$ cat src/design/rts_pkg.sv
// constants shared by the reset and time-out sequencer
// assumes a 125 MHz system clock and 8-bit register data
package rts_pkg;

  // ==========================================
  // timing
  localparam int CLK_PERIOD_NS = 8;
  localparam int PUD_TIME_MS = 72;
  // nominal period of the dedicated rc oscillator
  localparam int RC_OSC_PERIOD_US = 64;
  localparam int PUD_RC_TICKS = (PUD_TIME_MS * 1000 + RC_OSC_PERIOD_US - 1) / RC_OSC_PERIOD_US;
  localparam int OST_CYCLES = 1024;
  localparam int BROWNOUT_QUALIFY_NS = 100;
  localparam int BROWNOUT_QUALIFY_CYC =
    (BROWNOUT_QUALIFY_NS + CLK_PERIOD_NS - 1) / CLK_PERIOD_NS;
  localparam int CNT_W = 12;
  localparam int QUAL_W = 8;

  // ==========================================
  // register map
  localparam logic [7:0] ADDR_PROCESSOR_STATUS = 8'h03;
  localparam logic [7:0] ADDR_RESET_CAUSE_FLAGS = 8'h8E;
  localparam int BIT_TIMEOUT = 4;
  localparam int BIT_POWER_DOWN = 3;
  localparam int BIT_POWER_ON_FLAG = 1;
  localparam int BIT_BROWNOUT_FLAG = 0;
  localparam logic [2:0] STATUS_HIGH_RST = 3'h0;
  localparam logic [2:0] STATUS_LOW_RST = 3'h0;
  localparam logic BROWNOUT_FLAG_RST = 1'h0;

  // ==========================================
  // clock modes
  localparam logic [2:0] MODE_CRYSTAL_LOW_POWER = 3'h0;
  localparam logic [2:0] MODE_CRYSTAL_MID = 3'h1;
  localparam logic [2:0] MODE_CRYSTAL_HIGH_SPEED = 3'h2;
  localparam logic [2:0] MODE_EXTERNAL_CLOCK = 3'h3;
  localparam logic [2:0] MODE_RC = 3'h4;
  localparam logic [2:0] MODE_INTERNAL_OSC = 3'h5;

  // ==========================================
  // program counter actions
  localparam logic [1:0] PC_SEL_RESET = 2'h0;
  localparam logic [1:0] PC_SEL_CONTINUE = 2'h1;
  localparam logic [1:0] PC_SEL_IRQ = 2'h2;
  localparam logic [12:0] RESET_VECTOR = 13'h0000;
  localparam logic [12:0] IRQ_VECTOR = 13'h0004;

endpackage

$ cat src/design/rts_sequencer.sv
// reset and time-out sequencer with reset-cause flags
// assumes all inputs synchronous to i_clock; i_srst is the power-on pulse
//
// The plain strobed port was decided locally.
`timescale 1ns/10ps
module rts_sequencer #(
  parameter int PUD_TICKS = rts_pkg::PUD_RC_TICKS,
  parameter int OSC_STARTUP_EDGES = rts_pkg::OST_CYCLES,
  parameter int BROWNOUT_QUAL_CYC = rts_pkg::BROWNOUT_QUALIFY_CYC
) (
  input wire logic i_clock,
  input wire logic i_srst,
  input wire logic i_supply_above_por,
  input wire logic i_supply_below_brownout,
  input wire logic i_rc_osc_clk,
  input wire logic i_osc_input_pin,
  input wire logic i_external_reset_pin_n,
  input wire logic i_power_up_delay_disable_cfg,
  input wire logic i_brownout_enable_cfg,
  input wire logic [2:0] i_clock_mode,
  input wire logic i_wdt_timeout,
  input wire logic i_wdt_clear,
  input wire logic i_sleep_cmd,
  input wire logic i_wake_irq,
  input wire logic i_global_irq_enable,
  input wire logic [7:0] i_addr,
  input wire logic [7:0] i_wdata,
  input wire logic i_wr,
  input wire logic i_rd,
  output logic [7:0] o_rdata,
  output logic o_chip_reset,
  output logic o_pud_active,
  output logic o_osc_startup_active,
  output logic o_pc_load,
  output logic [1:0] o_pc_sel,
  output logic [12:0] o_pc_vector,
  output logic o_timeout_flag,
  output logic o_power_down_flag
);

  typedef enum logic [2:0] {
    ST_POR_WAIT,
    ST_HOLD,
    ST_PUD,
    ST_OSC_START,
    ST_RUN,
    ST_SLEEP,
    ST_WAKE_START
  } rts_state_t;

  localparam int CW = rts_pkg::CNT_W;
  localparam int QW = rts_pkg::QUAL_W;
  localparam logic [CW-1:0] PUD_LAST = CW'(PUD_TICKS - 1);
  localparam logic [CW-1:0] OSC_LAST = CW'(OSC_STARTUP_EDGES - 1);
  localparam logic [QW-1:0] QUAL_LAST = QW'(BROWNOUT_QUAL_CYC);

  rts_state_t state;
  logic [CW-1:0] count;
  logic power_up;
  logic rc_prev;
  logic osc_prev;
  logic pin_low_prev;
  logic [QW-1:0] qual_count;
  logic brownout_trip;
  logic wake_to_irq;
  logic [2:0] status_high;
  logic [2:0] status_low;
  logic power_on_flag;
  logic brownout_flag;

  logic rc_edge;
  logic osc_edge;
  logic pin_low;
  logic pin_fall;
  logic brownout_active;
  logic brownout_event;
  logic crystal_mode;
  logic pud_enabled;
  logic wake_any;
  logic wake_finish;
  logic running;
  logic next_chip_reset;

  // ==========================================
  // input edges and qualifiers
  assign rc_edge = i_rc_osc_clk & ~rc_prev;
  assign osc_edge = i_osc_input_pin & ~osc_prev;
  assign pin_low = ~i_external_reset_pin_n;
  assign pin_fall = pin_low & ~pin_low_prev;
  assign brownout_active = i_brownout_enable_cfg & i_supply_below_brownout;
  assign pud_enabled = ~i_power_up_delay_disable_cfg;
  assign crystal_mode = (i_clock_mode == rts_pkg::MODE_CRYSTAL_LOW_POWER) |
                        (i_clock_mode == rts_pkg::MODE_CRYSTAL_MID) |
                        (i_clock_mode == rts_pkg::MODE_CRYSTAL_HIGH_SPEED);
  assign running = (state == ST_RUN) | (state == ST_SLEEP) | (state == ST_WAKE_START);
  // a trip counts once, on entry into brown-out hold
  assign brownout_event = brownout_trip & (state != ST_POR_WAIT) & (state != ST_HOLD);
  assign wake_any = i_wdt_timeout | i_wake_irq;
  assign wake_finish = ~brownout_event & ~pin_low &
    (((state == ST_SLEEP) & wake_any & ~crystal_mode) |
     ((state == ST_WAKE_START) & osc_edge & (count == OSC_LAST)));
  assign next_chip_reset = ~running | pin_low;

  always_ff @(posedge i_clock) begin
    if (i_srst) begin
      rc_prev <= 1'b0;
      osc_prev <= 1'b0;
      pin_low_prev <= 1'b0;
    end else begin
      rc_prev <= i_rc_osc_clk;
      osc_prev <= i_osc_input_pin;
      pin_low_prev <= pin_low;
    end
  end

  // ==========================================
  // brown-out qualification
  always_ff @(posedge i_clock) begin
    if (i_srst) begin
      qual_count <= '0;
      brownout_trip <= 1'b0;
    end else if (!brownout_active) begin
      qual_count <= '0;
      brownout_trip <= 1'b0;
    end else if (qual_count != QUAL_LAST) begin
      qual_count <= qual_count + QW'(1);
    end else begin
      brownout_trip <= 1'b1;
    end
  end

  // ==========================================
  // sequencing state machine
  always_ff @(posedge i_clock) begin
    if (i_srst) begin
      state <= ST_POR_WAIT;
      count <= '0;
      power_up <= 1'b1;
    end else if (brownout_event) begin
      state <= ST_HOLD;
      count <= '0;
      power_up <= 1'b1;
    end else begin
      unique case (state)
        ST_POR_WAIT: begin
          // only a rising supply is watched here
          if (i_supply_above_por) begin
            state <= ST_HOLD;
          end
        end
        ST_HOLD: begin
          count <= '0;
          if (!brownout_active && (power_up || !pin_low)) begin
            if (power_up && pud_enabled) begin
              state <= ST_PUD;
            end else if (power_up && crystal_mode) begin
              state <= ST_OSC_START;
            end else begin
              state <= ST_RUN;
            end
          end
        end
        ST_PUD: begin
          if (rc_edge) begin
            if (count == PUD_LAST) begin
              count <= '0;
              state <= crystal_mode ? ST_OSC_START : ST_RUN;
            end else begin
              count <= count + CW'(1);
            end
          end
        end
        ST_OSC_START: begin
          if (osc_edge) begin
            if (count == OSC_LAST) begin
              count <= '0;
              state <= ST_RUN;
              power_up <= 1'b0;
            end else begin
              count <= count + CW'(1);
            end
          end
        end
        ST_RUN: begin
          power_up <= 1'b0;
          if (pin_low || i_wdt_timeout) begin
            state <= ST_HOLD;
          end else if (i_sleep_cmd) begin
            state <= ST_SLEEP;
          end
        end
        ST_SLEEP: begin
          count <= '0;
          if (pin_low) begin
            state <= ST_HOLD;
          end else if (wake_any) begin
            state <= crystal_mode ? ST_WAKE_START : ST_RUN;
          end
        end
        ST_WAKE_START: begin
          if (pin_low) begin
            state <= ST_HOLD;
          end else if (osc_edge) begin
            if (count == OSC_LAST) begin
              count <= '0;
              state <= ST_RUN;
            end else begin
              count <= count + CW'(1);
            end
          end
        end
      endcase
    end
  end

  // ==========================================
  // reset outputs and program counter
  always_ff @(posedge i_clock) begin
    if (i_srst) begin
      o_chip_reset <= 1'b1;
      o_pud_active <= 1'b0;
      o_osc_startup_active <= 1'b0;
    end else begin
      o_chip_reset <= next_chip_reset;
      o_pud_active <= (state == ST_PUD);
      o_osc_startup_active <= (state == ST_OSC_START) | (state == ST_WAKE_START);
    end
  end

  always_ff @(posedge i_clock) begin
    if (i_srst) begin
      wake_to_irq <= 1'b0;
    end else if ((state == ST_SLEEP) && wake_any) begin
      wake_to_irq <= i_wake_irq & i_global_irq_enable;
    end
  end

  always_ff @(posedge i_clock) begin
    if (i_srst) begin
      o_pc_load <= 1'b0;
      o_pc_sel <= rts_pkg::PC_SEL_RESET;
      o_pc_vector <= rts_pkg::RESET_VECTOR;
    end else if (o_chip_reset && !next_chip_reset) begin
      o_pc_load <= 1'b1;
      o_pc_sel <= rts_pkg::PC_SEL_RESET;
      o_pc_vector <= rts_pkg::RESET_VECTOR;
    end else if (wake_finish) begin
      o_pc_load <= 1'b1;
      if ((state == ST_SLEEP) ? (i_wake_irq & i_global_irq_enable) : wake_to_irq) begin
        o_pc_sel <= rts_pkg::PC_SEL_IRQ;
        o_pc_vector <= rts_pkg::IRQ_VECTOR;
      end else begin
        o_pc_sel <= rts_pkg::PC_SEL_CONTINUE;
        o_pc_vector <= rts_pkg::RESET_VECTOR;
      end
    end else begin
      o_pc_load <= 1'b0;
    end
  end

  // ==========================================
  // time-out and power-down flags
  always_ff @(posedge i_clock) begin
    if (i_srst) begin
      o_timeout_flag <= 1'b1;
      o_power_down_flag <= 1'b1;
    end else if (brownout_event) begin
      o_timeout_flag <= 1'b1;
      o_power_down_flag <= 1'b1;
    end else if (state == ST_RUN && !pin_low && i_wdt_timeout) begin
      o_timeout_flag <= 1'b0;
    end else if (state == ST_SLEEP && !pin_low && i_wdt_timeout) begin
      o_timeout_flag <= 1'b0;
      o_power_down_flag <= 1'b0;
    end else if (state == ST_SLEEP && (pin_fall || i_wake_irq)) begin
      o_timeout_flag <= 1'b1;
      o_power_down_flag <= 1'b0;
    end else if (state == ST_RUN && i_sleep_cmd) begin
      o_timeout_flag <= 1'b1;
      o_power_down_flag <= 1'b0;
    end else if (state == ST_RUN && i_wdt_clear) begin
      o_timeout_flag <= 1'b1;
      o_power_down_flag <= 1'b1;
    end
  end

  // ==========================================
  // status upper and lower software bits
  always_ff @(posedge i_clock) begin
    if (i_srst) begin
      status_high <= rts_pkg::STATUS_HIGH_RST;
      status_low <= rts_pkg::STATUS_LOW_RST;
    end else if (brownout_event || (running && pin_fall) ||
                 (state == ST_RUN && i_wdt_timeout)) begin
      status_high <= rts_pkg::STATUS_HIGH_RST;
    end else if (i_wr && i_addr == rts_pkg::ADDR_PROCESSOR_STATUS) begin
      status_high <= i_wdata[7:5];
      status_low <= i_wdata[2:0];
    end
  end

  // ==========================================
  // reset-cause flags
  always_ff @(posedge i_clock) begin
    if (i_srst) begin
      power_on_flag <= 1'b0;
    end else if (i_wr && i_addr == rts_pkg::ADDR_RESET_CAUSE_FLAGS) begin
      power_on_flag <= i_wdata[rts_pkg::BIT_POWER_ON_FLAG];
    end
  end

  // a brown-out in the same cycle as a software write wins;
  // with detection off no event arrives and the flag is left to software
  always_ff @(posedge i_clock) begin
    if (i_srst) begin
      brownout_flag <= rts_pkg::BROWNOUT_FLAG_RST;
    end else if (brownout_event) begin
      brownout_flag <= 1'b0;
    end else if (i_wr && i_addr == rts_pkg::ADDR_RESET_CAUSE_FLAGS) begin
      brownout_flag <= i_wdata[rts_pkg::BIT_BROWNOUT_FLAG];
    end
  end

  // ==========================================
  // register read port
  always_ff @(posedge i_clock) begin
    if (i_srst) begin
      o_rdata <= 8'h00;
    end else if (i_rd && i_addr == rts_pkg::ADDR_PROCESSOR_STATUS) begin
      o_rdata <= {status_high, o_timeout_flag, o_power_down_flag, status_low};
    end else if (i_rd && i_addr == rts_pkg::ADDR_RESET_CAUSE_FLAGS) begin
      o_rdata <= {6'h00, power_on_flag, brownout_flag};
    end else begin
      o_rdata <= 8'h00;
    end
  end

endmodule

$ cat config.mk
export PLATFORM = sky130hd
export DESIGN_NAME = rts_sequencer
export DESIGN_NICKNAME = d
export VERILOG_FILES = /design/src/design/rts_pkg.sv /design/src/design/rts_sequencer.sv
export SDC_FILE = /design/constraint.sdc
export NUM_CORES = 1
export LEC_CHECK = 0
export ABC_AREA = 1
export ABC_CLOCK_PERIOD_IN_PS = 1700
export BUFFER_PORTS_ARGS = -buffer_cell sky130_fd_sc_hd__buf_4
export CAP_MARGIN = 10
export CELL_PAD_IN_SITES_DETAIL_PLACEMENT = 1
export CELL_PAD_IN_SITES_GLOBAL_PLACEMENT = 1
export CORE_ASPECT_RATIO = 0.7
export CORE_MARGIN = 5
export CORE_UTILIZATION = 37
export CTS_CLUSTER_SIZE = 12
export DETAILED_ROUTE_END_ITERATION = 7
export MAX_ROUTING_LAYER = met4
export PLACE_DENSITY = 0.9
export SLEW_MARGIN = 40
export SYNTH_ARGS = -nofsm -noshare
export SYNTH_HDL_FRONTEND = slang
export SYNTH_SLANG_ARGS = --single-unit
export TNS_END_PERCENT = 1
$ cat constraint.sdc
create_clock -name i_clock -period 1.7 [get_ports i_clock]
set_input_delay 0.51 -clock i_clock [delete_from_list [all_inputs] [get_ports i_clock]]
set_output_delay 0.51 -clock i_clock [all_outputs]
set_load 0.01 [all_outputs]
==> results of run 1 <==
[cells by family (layout without fill, tap and decap cells)]
family	Yosys count	after routing	synth area share [%]
AND/OR/NAND/NOR	226	226	35.00
AO/OA/AOI/OAI	56	56	10.71
adder cells (fa/ha/maj)	4	4	1.799
buffers and inverters	78	149	12.96
flip-flops	53	53	38.15
XOR/XNOR	4	4	1.260
other	1	12	0.1348
[worst paths after layout]
kind                                      from          to  slack, ps  cells past startpoint
worst max-delay path                  count[1]   count[10]         60                     11
worst min-delay path            status_high[0]  o_rdata[5]        440                      2
worst max register to register        count[1]   count[10]         60                     11
worst min register to register  status_high[0]  o_rdata[5]        440                      2
[sequential cells by signal (all words and copies together), names as in the netlist, 2 cells and up]
name,flops
o_rdata,8
qual_count,8
count,12
status_high,3
state,3
o_pc_sel,2
status_low,3
[cells in the final DEF, fill, tap and decap left out, types with 3 or more instances in the layout]
cell      netlist  routed
clkbuf_8        0       5
nand3_2         2       3
inv_1          55      55
nand3_1        28      26
o21ai_1         5       4
ha_1            4       4
nand4_1         8       8
nor3_1         12      10
a21oi_1        26      26
o21ai_0        18      18
dfxtp_4         0       3
nor2_2          2       4
conb_1          1      12
nor2_4          2       4
nor2_1         71      67
buf_4          15      79
nand2_1        95      93
dfxtp_1        53      49
nand2_2         2       4
[through the flow]
| step | std cells | hold WS [ps] |
|---|---|---|
| 2_1_floorplan | 433 | 408.4 |
| 3_3_place_gp | 590 | 421.3 |
| 3_5_place_dp | 590 | 430.0 |
| 4_1_cts | 598 | 445.8 |
| 5_1_grt | 602 | 450.1 |
| 6_report | 602 | 444.1 |
[critical path: cells and delay by family, from the launching register on]
kind	cells	cell delay (ps)
and+or+nand+nor	7	680
adders and majority gates	1	200
buffers and inverters	2	170
AOI/OAI and AO/OA	1	140
DFF	1	350
[where the power goes]
group / internal [W] / switching [W]
Clock: 0.000585 / 0.000432
Sequential: 0.00132 / 0.0000860
Combinational: 0.000505 / 0.000759
[metal layers]
metal | track usage (%) | up-vias | part of all wire, %
li1 | - | 1471 | -
met5 | - | - | 0
met2 | 32.84 | 97 | 48
met3 | 2.986 | 16 | 5.3
met1 | 24.96 | 1468 | 45
met4 | 4.082 | 0 | 1.3
[area by class of cell]
cell class / count / share of cell area [%]
Sequential cell: 53 / 29.47
Timing Repair Buffer: 81 / 17.14
Multi-Input combinational cell: 302 / 40.02
Clock buffer: 5 / 1.889
Tap cell: 98 / 3.367
Inverter: 60 / 6.321
Clock inverter: 3 / 1.786
[timing repair]
| action | 4_1_cts | 5_1_grt |
|---|---|---|
| endpoints found under the setup margin | 11 | 18 |
| setup buffers | 0 | 4 |
| pin swaps | 0 | 5 |
| hold buffers | 0 | 0 |
| resized for setup | 3 | 20 |
==> flow_summary_export.csv, run 1 <==
group,metric,value,unit
global_routing,grt_util_all_layers,19.44,%
power_and_ir_drop,vdd_ir_drop_max,0.5189,mV
floorplan,initial_core_util,38.00,%
worst_setup_path,required,1910,ps
floorplan,rows,26,
timing,hold_viol,0,
worst_setup_path,path_cells,"ha_1, nand2_2, nor2_4, nand3_1, nand2_1, nand2_2, o21ai_2, buf_6, nor2_1, nand2_1, inv_1",
cts,h-tree-depth,2,
timing,clock.fmax,0.6080,GHz
timing,min_period,1645,ps
timing,worst_slack,55.23,ps
synth,synth_warnings,0,
floorplan,die_height,82.54,um
drt,ant_nets,0,
cts,cts_root_buf,"clkbuf_8",
placed_design,dpl_worst_slack,-113.9,ps
synth,ys_top_cells_by_count,"nand2_1 (95), nor2_1 (71), inv_1 (55), dfxtp_1 (53), nand3_1 (28)",
power_and_ir_drop,total_power,0.003691,W
global_routing,grt_pass1_wl,14260,um
worst_setup_path,path_class,"flop to flop",
final_layout,multiInputGateArea,0.001458,mm^2
placed_design,dpl-instance-area,0.003403,mm^2
placed_design,place.gp.congestion,0.9713,
synth,synth_edf_count,0,
timing,finalMaxSlewViolations,0,
floorplan,die-area,0.009379,mm^2
cts,clk_latency,310,ps
final_layout,final_cell_area,0.003642,mm^2
cts,cts_buffers,5,
synth,ys_ff_latch,53,
worst_setup_path,cpPeakStageDelay,350,ps
timing,period_share,96.75,%
drt,drtIter0Drc,268,
timing,finalSetupViolations,0,
final_layout,area_growth_syn_to_layout,30.95,%
drt,dr.pass1.iters,4,
drt,totalWireLength,9148,um
worst_setup_path,critPathMaxFanout,4,
drt,vias,3052,
synth,synth_area_leaders,"dfxtp_1 (38%), nand2_1 (13%), nor2_1 (9.6%), inv_1 (7.4%), nand3_1 (5.0%)",
synth,synth_seq_area_share,38.15,%
placed_design,dpl.hpwl,6892,um
final_layout,nFillCells,983,
cts,cts_tree,"yes",
drt,avgViaCountPerCell,5.070,
worst_setup_path,crit_slowest_cell,"dfxtp_1",
synth,syn-cell-area,0.002781,mm^2
synth,ys.flop_type,"dfxtp_1",
worst_setup_path,cp.arrival,1850,ps
synth,synth.most_common_cell,"nand2_1",
placed_design,io_buffers,49,
final_layout,final-seq-area,0.001074,mm^2
status,status,"finished, final reports clean",
synth,synth_cells,422,
final_layout,fin_nets,542,
global_routing,grt_pass1_vias,2998,
synth,synth_area_leader_cell,"dfxtp_1",
timing,clock_skew,13.39,ps
worst_setup_path,setup.worst_path.end_class,"flop",
synth,synth_top_area_share,38.15,%
drt,drc,0,
worst_setup_path,startpoint_type,"flop",
floorplan,die_x,113.6,um
final_layout,final_util,49.76,%
synth,ys_async_sr_fraction,0,%
drt,wl_per_cell,15.20,um
cts,clk_pin_slew,100,ps
cts,clockBufferDepth,2,
cts,numClockSinks,53,
synth,synth_cell_types,33,
power_and_ir_drop,p_leak,1.629,nW
run,max-cap-violations,0,
timing,rsz0062_at_grt,"yes",
final_layout,diodes,0,
global_routing,grt_max_degree,17,
min_path,hp-class,"flop to flop",
timing,setup_tns,0,ps
power_and_ir_drop,powerDensity,1013,mW/mm^2
floorplan,io_pins,64,
global_routing,grt-ovfl-total,0,
floorplan,core_area,0.007320,mm^2
synth,avgSynthCellArea,6.591,um^2
final_layout,layout-drive-gt1-share,23.81,%
global_routing,antenna_found_initial,0,
Note: power is estimated with default switching activity, not from simulation.
==> inputs of run 2 (changes only) <==
--- a/config.mk
+++ b/config.mk
@@ -6,18 +6,18 @@
 export NUM_CORES = 1
 export LEC_CHECK = 0
 export ABC_AREA = 1
-export ABC_CLOCK_PERIOD_IN_PS = 1700
+export ABC_CLOCK_PERIOD_IN_PS = 1900
 export BUFFER_PORTS_ARGS = -buffer_cell sky130_fd_sc_hd__buf_4
 export CAP_MARGIN = 10
 export CELL_PAD_IN_SITES_DETAIL_PLACEMENT = 1
 export CELL_PAD_IN_SITES_GLOBAL_PLACEMENT = 1
 export CORE_ASPECT_RATIO = 0.7
 export CORE_MARGIN = 5
-export CORE_UTILIZATION = 37
+export CORE_UTILIZATION = 40
 export CTS_CLUSTER_SIZE = 12
 export DETAILED_ROUTE_END_ITERATION = 7
 export MAX_ROUTING_LAYER = met4
-export PLACE_DENSITY = 0.9
+export PLACE_DENSITY = 0.95
 export SLEW_MARGIN = 40
 export SYNTH_ARGS = -nofsm -noshare
 export SYNTH_HDL_FRONTEND = slang
==> constraint.sdc (replaced) <==
create_clock -name i_clock -period 1.9 [get_ports i_clock]
set_input_delay 0.57 -clock i_clock [delete_from_list [all_inputs] [get_ports i_clock]]
set_output_delay 0.57 -clock i_clock [all_outputs]
set_load 0.01 [all_outputs]
==> flow_summary_export.csv, run 2 (synthesis results as in run 1) <==
group,metric,value,unit
power_and_ir_drop,vdd_ir_drop_max,0.4023,mV
floorplan,io_pins,64,
global_routing,antenna_found_initial,0,
final_layout,layout-drive-gt1-share,19.01,%
drt,totalWireLength,9067,um
drt,drc,0,
final_layout,largest_reg_flops,12,
drt,wl_per_cell,15.69,um
power_and_ir_drop,p_int,0.001932,W
timing,period_share,93.06,%
global_routing,grt_max_degree,17,
global_routing,grt_util_all_layers,22.80,%
worst_setup_path,startpoint_type,"flop",
final_layout,diodes,0,
power_and_ir_drop,powerDensity,890.6,mW/mm^2
drt,vias,2989,
cts,clockBufferDepth,2,
power_and_ir_drop,p_seq_share,41.5,%
global_routing,grt_pass1_vias,3209,
cts,clk_pin_slew,110,ps
placed_design,dpl.hpwl,7136,um
timing,clock.fmax,0.5656,GHz
floorplan,die_x,109.7,um
run,max-cap-violations,0,
floorplan,rows,25,
worst_setup_path,path_class,"flop to flop",
power_and_ir_drop,p_leak,1.510,nW
floorplan,initial_core_util,41.17,%
floorplan,core_area,0.006756,mm^2
power_and_ir_drop,total_power,0.003033,W
worst_setup_path,worst_r2r_path_depth,10,
timing,rsz0062_at_grt,"no",
cts,postCtsHoldBufs,0,
cts,cts_buffers,5,
timing,finalSetupViolations,0,
floorplan,die_height,79.77,um
timing,min_period,1768,ps
timing,clock_skew,14.74,ps
timing,holdWs,439.5,ps
global_routing,grt-ovfl-total,0,
worst_setup_path,required,2130,ps
final_layout,reg_top3,"count: 12 flops, o_rdata: 8 flops, qual_count: 8 flops",
final_layout,fin_nets,522,
cts,cts_tree,"yes",
worst_setup_path,critPathMaxFanout,9,
final_layout,layout_common_cells,"nand2_1 (94), nor2_1 (70), buf_4 (61), inv_1 (55), dfxtp_1 (49)",
worst_setup_path,setup.worst_path.end_class,"flop",
cts,numClockSinks,53,
global_routing,grt_pass1_wl,15330,um
power_and_ir_drop,power.share.clock,27.3,%
cts,clk_latency,320,ps
final_layout,regMostFlops,"count",
cts,cts_root_buf,"clkbuf_8",
drt,ant_nets,0,
min_path,hp-class,"flop to flop",
timing,finalMaxSlewViolations,0,
power_and_ir_drop,switching_power,0.001102,W
final_layout,final_cell_area,0.003406,mm^2
drt,dr.pass1.iters,5,
placed_design,io_buffers,49,
worst_setup_path,cp.arrival,2000,ps
timing,hold_viol,0,
placed_design,dpl-instance-area,0.003266,mm^2
placed_design,place.gp.congestion,0.9100,
cts,h-tree-depth,2,
drt,drtIter0Drc,228,
final_layout,area_growth_syn_to_layout,22.45,%
min_path,hold_depth,2,
final_layout,final_common_cell,"nand2_1",
status,status,"finished, final reports clean",
power_and_ir_drop,netSwitchingFraction,36.32,%
drt,avgViaCountPerCell,5.171,
floorplan,die-area,0.008747,mm^2
power_and_ir_drop,power_frac_comb,31.2,%
[run 2: cell count changes in the layout (fill, tap and decap cells not counted), sizes merged]
cell	change
buf	-20
clkinvlp	+1
clkbuf	+1
bufinv	-1
clkinv	-1
[run 2: cell type report]
cell class,count,area (um^2)
fill,948,3351
multi-input combinational,302,1416
sequential,53,1066
timing repair buffer,61,457.9
inverter,60,227.7
tap,94,117.6
clock buffer,6,82.58
clock inverter,2,37.54
[run 2: power groups by stage]
stage,combinational (W),sequential [W],clock (W)
finish,0.000947,0.00126,0.000828
global route,0.00105,0.00126,0.000884
CTS,0.000927,0.00125,0.000833
detailed placement,0.000906,0.00127,0
global placement,0.000830,0.00126,0
floorplan,0.000617,0.00124,0
[run 2: timing repair]
action	4_1_cts	5_1_grt
setup endpoints to repair	2	9
gates resized for setup	2	6
buffers inserted	0	0
[run 2: final timing paths]
path                  start         end  slack (ps)
min reg2reg  status_high[2]  o_rdata[7]         440
min          status_high[2]  o_rdata[7]         440
max                state[1]    state[1]         130
max reg2reg        state[1]    state[1]         130
[run 2: per-stage QoR]
step / setup WS, ps / TNS (ps) / utilization [%] / std cells
2_1_floorplan: 217.4 / 0 / - / 433
3_3_place_gp: 94.86 / 0 / 48.33 / 570
3_5_place_dp: -70.79 / -207.8 / 48.33 / 570
4_1_cts: 61.24 / 0 / 50.17 / 578
5_1_grt: 4.969 / 0 / 50.41 / 578
6_report: 131.9 / 0 / 50.41 / 578
[run 2: worst max-delay path, stage by stage (launching register included)]
cell     delay, ps
dfxtp_2        470
inv_2           70
nand2_1        150
nor2_2         100
nand2_1        110
nor2_1          60
nor2_1         190
nand3_1        200
inv_1          120
nand2_1         60
a21oi_1        160
[run 2: layer usage]
| metal | vias to the layer above | part of all wire, % | GRT usage, % |
|---|---|---|---|
| li1 | 1429 | - | - |
| met1 | 1413 | 44 | 28.10 |
| met2 | 114 | 48 | 37.94 |
| met3 | 33 | 6.1 | 4.365 |
| met4 | 0 | 2.1 | 6.849 |
| met5 | - | 0 | - |
